## src/design/dism_pkg.sv

```systemverilog
// Constants and types for the interrupt service mode block
package dism_pkg;
    localparam int          DISM_VEC_W     = 8;
    localparam int          DISM_CAUSE_W   = 8;
    localparam logic [7:0]  DISM_VEC_RST   = 8'h0F;
    localparam logic [7:0]  DISM_MASK_RST  = 8'h00;
    localparam int          DISM_SYNC_LEN  = 3;
    typedef enum logic [1:0] {
        DISM_CMD_NONE,
        DISM_CMD_SET_VECTOR,
        DISM_CMD_SET_PLAIN
    } dism_cmd_type;
endpackage

```

## src/design/dism_sync.sv

```systemverilog
// Three-stage synchroniser with agreement filter for pin inputs
`timescale 1ns/10ps
`default_nettype none
module dism_sync
#(
    parameter logic RST_VAL = 1'b1
)
(
    // Clock and reset
    input  wire logic clk,
    input  wire logic rst_n,
    // Pin in, filtered level out
    input  wire logic din,
    output var  logic dout
);
    import dism_pkg::*;

    typedef struct packed {
        logic [DISM_SYNC_LEN-1:0] stg;
        logic                     lvl;
    } dism_sync_type;

    dism_sync_type s_r;
    dism_sync_type s_nxt;

    always_comb
    begin
        s_nxt     = s_r;
        s_nxt.stg = {s_r.stg[DISM_SYNC_LEN-2:0], din};
        // Only second and third stages are looked at
        if (s_r.stg[1] == s_r.stg[2])
        begin
            s_nxt.lvl = s_r.stg[1];
        end
    end

    always_ff @(posedge clk)
    begin
        if (!rst_n)
        begin
            s_r <= '{stg: {DISM_SYNC_LEN{RST_VAL}}, lvl: RST_VAL};
        end
        else
        begin
            s_r <= s_nxt;
        end
    end

    assign dout = s_r.lvl;
endmodule
`default_nettype wire

```

## src/design/dism_top.sv

```systemverilog
// Interrupt request and acknowledge logic with two service modes
// How it works
// - Vector mode: drive 8-bit vector during acknowledge
// - Plain mode: no vector during acknowledge
// - Reset leaves device in plain mode
// - Vector mode entered only by command
// - Request asserted when enabled cause pending
// - Request held until all enabled causes cleared
// - Plain mode needs no acknowledge handshake
// - Vector mode joins hardware priority chain
// - Vector register readable, writable; vector source
// - Request from status AND mask only
// - Request output is active low
`timescale 1ns/10ps
`default_nettype none
module dism_top
#(
    parameter int CAUSE_W = dism_pkg::DISM_CAUSE_W
)
(
    // Clock and reset
    input  wire logic                        MCLK,
    input  wire logic                        RESETN,
    // Cause status and mask, same clock domain
    input  wire logic [CAUSE_W-1:0]          PENDING_CAUSE_FLAGS,
    input  wire logic [CAUSE_W-1:0]          CAUSE_ENABLE_MASK_WR,
    input  wire logic                        CAUSE_ENABLE_MASK_WE,
    output var  logic [CAUSE_W-1:0]          MASKED_CAUSE_FLAGS,
    // Mode command and vector register access
    input  wire dism_pkg::dism_cmd_type      MODE_CMD,
    input  wire logic [dism_pkg::DISM_VEC_W-1:0] VECTOR_WR,
    input  wire logic                        VECTOR_WE,
    output var  logic [dism_pkg::DISM_VEC_W-1:0] VECTOR_VALUE_REG,
    output var  logic                        VECTOR_MODE,
    // Priority chain, active low, from pins
    input  wire logic                        PRIO_IN_N,
    output var  logic                        PRIO_OUT_N,
    // Host acknowledge pin and interrupt request
    input  wire logic                        HOST_INT_ACK_N,
    output var  logic                        IRQ_OUT_N,
    // Data bus toward host
    output var  logic [dism_pkg::DISM_VEC_W-1:0] DATA_OUT,
    output var  logic                        DATA_OE
);
    import dism_pkg::*;

    // Wider masks would not fit one host-visible status word
    if (CAUSE_W < 1 || CAUSE_W > 32)
    begin : g_bad_width
        $error("CAUSE_W out of range");
    end

    // Same AND feeds the request and the readback register
    function automatic logic [CAUSE_W-1:0] masked_of
    (
        input logic [CAUSE_W-1:0] stat,
        input logic [CAUSE_W-1:0] msk
    );
        return stat & msk;
    endfunction

    typedef struct packed {
        logic                  vec_mode;
        logic [DISM_VEC_W-1:0] vec;
        logic [CAUSE_W-1:0]    mask;
        logic [CAUSE_W-1:0]    masked;
        logic                  irq_n;
        logic                  prio_out_n;
        logic [DISM_VEC_W-1:0] dout;
        logic                  oe;
    } dism_state_type;

    dism_state_type st_r;
    dism_state_type st_nxt;
    logic           ack_n;
    logic           prio_in_n;
    logic           req;

    dism_sync #(.RST_VAL(1'b1)) u_ack_sync
    (
        .clk   (MCLK),
        .rst_n (RESETN),
        .din   (HOST_INT_ACK_N),
        .dout  (ack_n)
    );

    dism_sync #(.RST_VAL(1'b1)) u_prio_sync
    (
        .clk   (MCLK),
        .rst_n (RESETN),
        .din   (PRIO_IN_N),
        .dout  (prio_in_n)
    );

    // Pending means status and mask both set
    assign req = |masked_of(PENDING_CAUSE_FLAGS, st_r.mask);

    always_comb
    begin
        st_nxt        = st_r;
        st_nxt.masked = masked_of(PENDING_CAUSE_FLAGS, st_r.mask);
        if (CAUSE_ENABLE_MASK_WE)
        begin
            st_nxt.mask = CAUSE_ENABLE_MASK_WR;
        end
        // Vector register is plain storage in either mode
        if (VECTOR_WE)
        begin
            st_nxt.vec = VECTOR_WR;
        end
        case (MODE_CMD)
            DISM_CMD_SET_VECTOR: st_nxt.vec_mode = 1'b1;
            DISM_CMD_SET_PLAIN:  st_nxt.vec_mode = 1'b0;
            default:             st_nxt.vec_mode = st_r.vec_mode;
        endcase
        // Held low while any enabled cause remains
        st_nxt.irq_n = !req;
        // In vector mode, chain passes on only when not requesting ourselves; plain mode always passes it
        st_nxt.prio_out_n = st_r.vec_mode ? (prio_in_n | req)
                                          : prio_in_n;
        st_nxt.oe   = 1'b0;
        st_nxt.dout = '0;
        if (st_r.vec_mode && !ack_n && !prio_in_n && req)
        begin
            st_nxt.oe   = 1'b1;
            st_nxt.dout = st_r.vec;
        end
        // Plain mode leaves vector to outside logic
    end

    always_ff @(posedge MCLK)
    begin
        if (!RESETN)
        begin
            st_r <= '{vec_mode:   1'b0,
                      vec:        DISM_VEC_RST,
                      mask:       CAUSE_W'(DISM_MASK_RST),
                      masked:     '0,
                      irq_n:      1'b1,
                      prio_out_n: 1'b1,
                      dout:       '0,
                      oe:         1'b0};
        end
        else
        begin
            st_r <= st_nxt;
        end
    end

    assign MASKED_CAUSE_FLAGS = st_r.masked;
    assign VECTOR_VALUE_REG   = st_r.vec;
    assign VECTOR_MODE        = st_r.vec_mode;
    assign PRIO_OUT_N         = st_r.prio_out_n;
    assign IRQ_OUT_N          = st_r.irq_n;
    assign DATA_OUT           = st_r.dout;
    assign DATA_OE            = st_r.oe;

    irq_follows_a: assert property (@(posedge MCLK) disable iff (!RESETN)
        1'b1 |=> IRQ_OUT_N == !$past(req))
        else $error("irq not following masked causes");
    plain_quiet_a: assert property (@(posedge MCLK) disable iff (!RESETN)
        !st_r.vec_mode |=> !DATA_OE)
        else $error("bus driven in plain mode");
    reset_plain_a: assert property (@(posedge MCLK)
        !RESETN |=> !VECTOR_MODE && IRQ_OUT_N && !DATA_OE)
        else $error("not plain after reset");
    mode_cmd_a: assert property (@(posedge MCLK) disable iff (!RESETN)
        (!VECTOR_MODE && MODE_CMD != DISM_CMD_SET_VECTOR) |=> !VECTOR_MODE)
        else $error("vector mode without command");
    vec_drive_a: assert property (@(posedge MCLK) disable iff (!RESETN)
        DATA_OE |-> DATA_OUT == $past(st_r.vec))
        else $error("wrong vector driven");
    oe_ack_a: assert property (@(posedge MCLK) disable iff (!RESETN)
        DATA_OE |-> $past(!ack_n))
        else $error("bus driven outside acknowledge");
    masked_and_a: assert property (@(posedge MCLK) disable iff (!RESETN)
        1'b1 |=> MASKED_CAUSE_FLAGS ==
                 $past(PENDING_CAUSE_FLAGS & st_r.mask))
        else $error("masked flags wrong");
    chain_block_a: assert property (@(posedge MCLK) disable iff (!RESETN)
        (VECTOR_MODE && req) |=> PRIO_OUT_N)
        else $error("chain passed while requesting");

    // Chain and vector drive conditions
    chain_pass_a: assert property (@(posedge MCLK) disable iff (!RESETN)
        !st_r.vec_mode |=> PRIO_OUT_N == $past(prio_in_n))
        else $error("chain not passed in plain mode");
    vec_prio_a: assert property (@(posedge MCLK) disable iff (!RESETN)
        DATA_OE |-> $past(!prio_in_n && st_r.vec_mode))
        else $error("vector driven without priority");
    oe_req_a: assert property (@(posedge MCLK) disable iff (!RESETN)
        DATA_OE |-> $past(req))
        else $error("vector driven without request");
    ack_drive_a: assert property (@(posedge MCLK) disable iff (!RESETN)
        (st_r.vec_mode && !ack_n && !prio_in_n && req) |=>
        (DATA_OE && DATA_OUT == $past(st_r.vec)))
        else $error("vector missing in acknowledge");
    dout_idle_a: assert property (@(posedge MCLK) disable iff (!RESETN)
        !DATA_OE |-> DATA_OUT == '0)
        else $error("data shown while released");

    // Request, registers and mode exit
    irq_low_a: assert property (@(posedge MCLK) disable iff (!RESETN)
        req |=> !IRQ_OUT_N)
        else $error("request not driven low");
    vec_write_a: assert property (@(posedge MCLK) disable iff (!RESETN)
        VECTOR_WE |=> VECTOR_VALUE_REG == $past(VECTOR_WR))
        else $error("vector write lost");
    mask_write_a: assert property (@(posedge MCLK) disable iff (!RESETN)
        CAUSE_ENABLE_MASK_WE |=> st_r.mask == $past(CAUSE_ENABLE_MASK_WR))
        else $error("mask write lost");
    plain_cmd_a: assert property (@(posedge MCLK) disable iff (!RESETN)
        MODE_CMD == DISM_CMD_SET_PLAIN |=> !VECTOR_MODE)
        else $error("plain command ignored");
endmodule
`default_nettype wire

```

## config.mk

```make
export PLATFORM = sky130hd
export DESIGN_NAME = dism_top
export DESIGN_NICKNAME = d
export VERILOG_FILES = /design/src/design/dism_pkg.sv /design/src/design/dism_sync.sv /design/src/design/dism_top.sv
export SDC_FILE = /design/constraint.sdc
export NUM_CORES = 1
export LEC_CHECK = 0
export BUFFER_PORTS_ARGS = -buffer_cell sky130_fd_sc_hd__buf_2
export CORE_MARGIN = 2
export CORE_UTILIZATION = 40
export CTS_CLUSTER_DIAMETER = 60
export DETAILED_ROUTE_END_ITERATION = 8
export GPL_TIMING_DRIVEN = 0
export PLACE_DENSITY_LB_ADDON = 0.05
export SYNTH_ARGS = -nofsm -noshare
export SYNTH_HDL_FRONTEND = slang
export SYNTH_SLANG_ARGS = --single-unit
```

## constraint.sdc

```tcl
create_clock -name MCLK -period 2.9 [get_ports MCLK]
set_input_delay 0 -clock MCLK [delete_from_list [all_inputs] [get_ports MCLK]]
set_output_delay 0 -clock MCLK [all_outputs]
set_load 0.01 [all_outputs]
```

Word level (Yosys, flattened, before mapping)
Index checks and enable logic that the tools add are counted.
{"block": "totals", "regBits": 44, "wordCells": 30, "in_bits": 32, "output_inout_bits": 28}
{"block": "op_classes", "n_mux": 3, "reduce_logical": 9, "bitwise_logic": 2, "eq_ne": 4}
{"op": "$and A8 B8 Y8", "count": 1}
{"op": "$reduce_or A8 Y1", "count": 1}
{"op": "$logic_and A1 B1 Y1", "count": 3}
{"op": "$logic_not A1 Y1", "count": 3}
{"op": "$eq A1 B1 Y1", "count": 2}
{"op": "$eq A2 B1 Y1 const B", "count": 1}
{"op": "$eq A2 B2 Y1 const B", "count": 1}
{"op": "$mux W1", "count": 2}
{"op": "$pmux W1 S2", "count": 1}
{"op": "$reduce_and A2 Y1", "count": 1}
{"op": "$reduce_bool A2 Y1", "count": 1}
{"op": "$or A1 B1 Y1", "count": 1}

Depth between registers and ports, before layout
Gate-level depths: netlist (run 1).
{"block": "depth", "word_depth": 5, "depth_mapped": 5, "depth_no_buf": 5}

Modules after synthesis
From an unflattened synthesis (run 1), not the netlist that was laid out.
{"block": "unflattened", "cells_unflattened": 148, "hier_area_um2": 1587.8}
{"module": "dism_top", "area_each_um2": 1362.6, "cells_per_inst": 128, "instances": 1, "seq_area_each_um2": 720.7}
{"module": "dism_sync", "area_each_um2": 112.6, "cells_per_inst": 10, "instances": 2, "seq_area_each_um2": 80.1}

Least setup slack after synthesis (run 1)
OpenSTA, ideal clock, no wires.
{"block": "synth_timing", "path_kind": "reg2reg", "from": "reg st_r[26] (netlist name)", "to": "reg st_r (netlist bit PRIO_OUT_N)", "stages_incl_launch_ff": 5, "setup_time_ns": 0.120, "period_less_slack_ns": 1.322, "setup_slack_ns": 1.578, "t_required_ns": 2.780, "path_buffers": 0, "t_arrival_ns": 1.202, "path_cell_list": "dfxtp_1 > a22o_1 > a221oi_2 > nand4_1 > a211o_1"}
{"block": "synth_via", "elab_chain_len": 4}
{"item": "from (decl)", "line": "dism_top.sv:73", "text": "dism_state_type st_r;"}
{"item": "from (signal assigned)", "line": "dism_top.sv:135", "text": "st_r <= '{vec_mode: 1'b0,"}
{"item": "from (signal assigned)", "line": "dism_top.sv:146", "text": "st_r <= st_nxt;"}
{"item": "$and A8 B8 Y8", "line": "dism_top.sv:59", "text": "return stat & msk;"}
{"item": "$reduce_or A8 Y1", "line": "dism_top.sv:96", "text": "assign req = |masked_of(PENDING_CAUSE_FLAGS, st_r.mask);"}
{"item": "$or A1 B1 Y1", "line": "dism_top.sv:119", "text": "st_nxt.prio_out_n = st_r.vec_mode ? (prio_in_n | req)"}
{"item": "$mux W1", "line": "dism_top.sv:119"}
Every way passes these cells.
A chain may end at the register's enable or synchronous reset.

Final worst setup path (run 1)
{"block": "layout_timing", "from": "in PENDING_CAUSE_FLAGS[7]", "to": "reg st_r (netlist bit PRIO_OUT_N)"}
{"block": "layout_via", "elab_chain_len": 4}
{"item": "from (decl)", "line": "dism_top.sv:25", "text": "input wire logic [CAUSE_W-1:0] PENDING_CAUSE_FLAGS,"}
{"item": "$and A8 B8 Y8", "line": "dism_top.sv:59"}
{"item": "$reduce_or A8 Y1", "line": "dism_top.sv:96"}
{"item": "$or A1 B1 Y1", "line": "dism_top.sv:119"}
{"item": "$mux W1", "line": "dism_top.sv:119"}
Every way passes these cells.

==> results of run 1 <==
## worst max path at each step
stage / slack, ns / end / depth (start not counted)
2_1_floorplan: 1.58 / PRIO_OUT_N / 4
3_3_place_gp: 1.47 / PRIO_OUT_N / 4
3_5_place_dp: 1.44 / PRIO_OUT_N / 4
4_1_cts: 1.37 / PRIO_OUT_N / 6
5_1_grt: 1.29 / u_prio_sync.dout / 5
6_report: 1.38 / PRIO_OUT_N / 6
## synthesized netlist by cell type
cell,count,area [sq um]
dfxtp_1,44,880.8
a41oi_4,1,27.53
buf_4,24,180.2
nor2_1,18,67.56
mux2i_1,16,160.2
a221oi_2,1,15.01
a21oi_1,3,15.01
inv_1,1,3.750
and2_1,8,50.05
clkbuf_1,5,18.77
and3_1,6,37.54
a22oi_1,1,7.510
o21ai_0,2,10.01
nand4_1,1,6.260
inv_2,1,3.750
nand2_1,7,26.28
a22o_1,1,8.760
a211o_1,1,8.760
nand2b_1,6,37.54
ha_1,1,12.51
or4b_4,1,13.76
## layout make-up
type	instances	area, sq um
well taps	48	60.06
clock inverters	2	35.03
inverters	2	7.507
multi-input cells	74	504.2
plain buffers	29	198.9
repair buffers	83	545.5
flip-flops and latches	44	880.8
fillers	351	1439
clock buffers	6	72.57
## state kept, by name (all words and copies together) (netlist names)
name                count
PRIO_OUT_N              1
VECTOR_VALUE_REG        8
MASKED_CAUSE_FLAGS      8
DATA_OE                 1
u_prio_sync.s_r         1
VECTOR_MODE             1
u_prio_sync.s_nxt       2
u_ack_sync.s_r          1
st_r                    8
u_ack_sync.dout         1
IRQ_OUT_N               1
DATA_OUT                8
u_prio_sync.dout        1
u_ack_sync.s_nxt        2
## layer usage
| metal | vias to the layer above | share of wire, % |
|---|---|---|
| li1 | 642 | - |
| met1 | 573 | 40 |
| met2 | 34 | 53 |
| met3 | 7 | 5.9 |
| met4 | 0 | 1.7 |
| met5 | - | 0 |
## worst max-delay path, stage by stage
cell and delay (ns):
dlygate4sd3_1 0.53, buf_2 0.13, a22o_1 0.23, a221oi_2 0.31, nand4_1 0.18, a211o_1 0.31
## cells by family after synthesis
logic type               Yosys count  share of synthesized area, %
flip-flops                        44                         55.35
buffers and inverters             31                         12.97
AO/OA/AOI/OAI                     10                         5.818
adder cells (fa/ha/maj)            1                        0.7860
AND/OR/NAND/NOR                   47                         15.02
multiplexers                      16                         10.06
## power groups by stage
stage	Combinational [mW]	Clock [mW]	Sequential, mW
global route	0.147	0.493	0.641
global placement	0.104	0	0.651
floorplan	0.0627	0	0.651
detailed placement	0.106	0	0.652
finish	0.133	0.446	0.638
CTS	0.134	0.466	0.638
==> results_dict.tcl, run 1 <==
set metrics [dict create \
    area_delta_synth_final_pct 44.81 \
    maxSlewHeadroom_pct 61.80 \
    hold_class "primary input to flop" \
    dpl_cell_area_sq_um 1937 \
    cts.repair.resized 0 \
    final_cells 288 \
    reg2reg_from "st_r[26]" \
    nets 272 \
    wire_per_inst_um 11.20 \
    syn_inst 149 \
    total_power_mw 1.217 \
    place_ws_ns 1.440 \
    drtIter0Drc 41 \
    worst_pin_slew_ns 0.5730 \
    cts_buffers 5 \
    final_common_cell "buf_2" \
    setup_viol 0 \
    die_height_um 67.08 \
    internal_power_mw 0.9596 \
    hp-start "PENDING_CAUSE_FLAGS[5]" \
    switching_power_mw 0.2576 \
    power_frac_seq_pct 52.4 \
    worst_skew_pair.late_latency_ns 0.29 \
    cts.sinks 44 \
    num_vias 1256 \
    yosys_warnings 0 \
    r2r_end "PRIO_OUT_N" \
    critPathLaunch "PENDING_CAUSE_FLAGS[7]" \
    outcome "finished clean" \
    path_clk_slew_ns 0.08 \
    critPathKind "primary input to flop" \
    cts-hold-fix-buffers 26 \
    finalSetupTns_ns 0 \
    holdPathEnd "MASKED_CAUSE_FLAGS[5]" \
    p_per_area_nw_per_um2 528.1 \
    top_usage_layer "met2" \
    ys_types 21 \
    period_needed_ns 1.516 \
    p_comb_share_pct 10.9 \
    cp_max_fo 2 \
    whs_path_depth 3 \
    drt-pass1-iter-count 4 \
    fmax_mhz 659.5 \
    postRouteAntennaNets 0 \
    finalWorstSetupSlack_ns 1.384 \
    required_ns 3.09 \
    row_count 22 \
    grt_pass1_wl_mm 5.202 \
    clockBufferDepth 2 \
    hpwl_mm 2.217 \
    routed_via_density 4.361 \
    cap_violations 0 \
    grt-ovfl-total 0 \
    num_io_pins 60 \
    crit_path_start_kind "primary input" \
    pwr-share-clk_pct 36.7 \
    coreArea_sq_um 3744 \
    drc 0 \
    met2_usage_pct 30.45 \
    grt_antenna_before_repair 0 \
    initial_core_util_pct 42.51 \
    drive_gt1_share_pct 38.33 \
    root_buffer "clkbuf_8" \
    syn_nets 182 \
    tritoncts "done" \
    syn_area_sq_um 1592 \
    fin_skew_ns 0.005130 \
    period_share_pct 52.29 \
    ff2ff_setup_slack_ns 1.44 \
    final_cell_mix "buf_2, dfxtp_1, dlygate4sd3_1" \
    wl_mm 3.227 \
    cp-end-kind "flop" \
    utilization_pct 61.56 \
    grt_pass1_vias 1233 \
    htree_levels 2 \
    critical_path_arrival_ns 1.70 \
    ys_seq_area_share_pct 55.35 \
    placed_cells_incl_taps 254 \
    worst-r2r-cell-count 4 \
    finalHoldViolCount 0 \
    whs_ns 0.01959 \
    swShare_pct 21.16 \
    cts_setup_buffers 0 \
    die_x_um 67.08 \
    finalInstanceArea_sq_um 2305 \
    grt_max_degree 14 \
    grt_use_total_pct 16.27 \
    grt_util_met1_pct 15.76 \
    ys_ff_latch 44 \
    die_area_sq_um 4499 \
    p_leak_nw 1.152 \
    n_antenna_cell 0 \
    met3_usage_pct 5.912 \
    peakVddDrop_v 0.0003246 \
    avgSynthCellArea_sq_um 10.68 \
    gp_congestion 0.6901 \
    port_buffers 57 \
    rsz0062_at_grt "no" \
    maxSlewViolCount 0 \
]
Power figures use the tool's default switching activity.
==> run 2, diff against run 1 <==
==> constraint.sdc (replaced) <==
create_clock -name MCLK -period 1.38 [get_ports MCLK]
set_input_delay 0 -clock MCLK [delete_from_list [all_inputs] [get_ports MCLK]]
set_output_delay 0 -clock MCLK [all_outputs]
set_load 0.01 [all_outputs]
==> run 2 against run 1 <==
The flow now finishes with violations (negative setup slack). Sequential share of layout area shrank 1.0 points. Count of clock-buffer cells in the layout unchanged. Wire length increased by 7.5%. Global-route usage rose by 1.2 points. Largest power group unchanged. Non-clock buffer count rose by 3. Flip-flop and latch count did not move.
==> results_dict.tcl, run 2 (same netlist as run 1, synthesis figures left out) <==
set metrics [dict create \
    ff2ff_setup_slack_ns -0.007 \
    worst_skew_pair.late_latency_ns 0.29 \
    routed_via_density 4.459 \
    drive_gt1_share_pct 40.57 \
    cts_buffers 5 \
    htree_levels 2 \
    critical_path_arrival_ns 1.57 \
    p_per_area_nw_per_um2 1094 \
    peakVddDrop_v 0.0006846 \
    cap_violations 0 \
    grt_use_total_pct 17.43 \
    die_area_sq_um 4499 \
    wl_mm 3.469 \
    grt_pass1_wl_mm 5.589 \
    critPathKind "flop to flop" \
    die_height_um 67.08 \
    grt_antenna_before_repair 0 \
    final_cell_mix "buf_2, dfxtp_1, buf_4" \
    fmax_mhz 721.1 \
    drc 0 \
    place_ws_ns -0.07957 \
    tritoncts "done" \
    maxSlewViolCount 0 \
    failed_checks "negative setup slack" \
    num_vias 1302 \
    finalHoldViolCount 0 \
    required_ns 1.57 \
    crit_path_start_kind "flop" \
    cts.sinks 44 \
    p_leak_nw 1.169 \
    n_fill_cell 349 \
    drt-pass1-iter-count 4 \
    rsz0062_at_grt "yes" \
    worst_pin_slew_ns 0.5705 \
    clockBufferDepth 2 \
    path_clk_slew_ns 0.08 \
    wire_per_inst_um 11.88 \
    fin_skew_ns 0.004645 \
    grt_pass1_vias 1234 \
    hold_class "primary input to flop" \
    worst-r2r-cell-count 5 \
    final_common_cell "buf_2" \
    area_delta_synth_final_pct 49.14 \
    n_antenna_cell 0 \
    reg2reg_from "st_r[26]" \
    finalInstanceArea_sq_um 2374 \
    row_count 22 \
    grt-ovfl-total 0 \
    coreArea_sq_um 3744 \
    maxSlewHeadroom_pct 61.97 \
    finalWorstSetupSlack_ns -0.006697 \
    nets 276 \
    port_buffers 57 \
    root_buffer "clkbuf_8" \
    r2r_end "DATA_OUT[6]" \
    grt_max_degree 14 \
    hpwl_mm 2.217 \
    hp-start "RESETN" \
    drtIter0Drc 47 \
    setup_viol 6 \
    num_io_pins 60 \
    cp-end-kind "flop" \
    total_power_mw 2.597 \
    die_x_um 67.08 \
    critPathLaunch "st_r[26]" \
    whs_path_depth 3 \
    cp_max_fo 5 \
    outcome "finished with violations" \
    period_share_pct 100.5 \
    initial_core_util_pct 42.51 \
    holdPathEnd "st_r[19]" \
    period_needed_ns 1.387 \
    gp_congestion 0.6901 \
    utilization_pct 63.40 \
    dpl_cell_area_sq_um 1937 \
    postRouteAntennaNets 0 \
]
## run 2: cell count changes in the layout (fill, tap and decap cells not counted), sizes merged
| cell | delta |
|---|---|
| a41oi | +1 |
| buf | +3 |
## run 2: layout make-up
cell class | count | area [sq um] | share of cell area [%]
Clock buffer | 6 | 72.57 | 3.057
Timing Repair Buffer | 86 | 568.0 | 23.93
Clock inverter | 2 | 35.03 | 1.476
Sequential cell | 44 | 883.3 | 37.22
Buffer | 29 | 198.9 | 8.382
Multi-Input combinational cell | 75 | 548.0 | 23.09
Tap cell | 48 | 60.06 | 2.530
Inverter | 2 | 7.507 | 0.3163
## run 2: worst max path at each step
stage                              to  slack [ns]  cells after the start
after global placement     PRIO_OUT_N       -0.05                      4
final                     DATA_OUT[6]      -0.007                      5
after CTS                 DATA_OUT[7]       -0.03                      3
after floorplan            PRIO_OUT_N        0.06                      4
after global routing      DATA_OUT[6]       -0.11                      5
after detailed placement   PRIO_OUT_N       -0.08                      4
## run 2: critical path: stages, from the launching register on
cell and delay (ns):
dfxtp_2 0.33, a22o_1 0.23, a221oi_4 0.24, buf_4 0.18, a41oi_4 0.12, and2_1 0.18
## run 2: through the flow
step,cells,TNS (ns),hold slack [ns]
global route,292,-0.9059,0.002824
finish,292,-0.02036,0.006758
floorplan,149,0,0.1015
detailed placement,254,-0.5718,0.1925
global placement,254,-0.3537,0.1810
CTS,292,-0.1405,0.001801
## run 2: where the power goes
group,internal (mW),switching [mW]
Sequential,1.32,0.0277
Clock,0.537,0.412
Combinational,0.177,0.127
## run 2: repair_timing
item,CTS,global route
pin swaps,10,0
endpoints found under the hold margin,25,0
hold buffers,26,0
endpoints found under the setup margin,9,9
resized for setup,5,0
setup buffers,3,0
cloned,1,0
## run 2: per-layer routing
layer	global-route usage, %	vias up	part of all wire, %
met5	0	-	0
met4	6.888	0	1.6
met3	6.081	7	5.8
met2	31.19	34	53
met1	18.48	604	40
li1	-	657	-
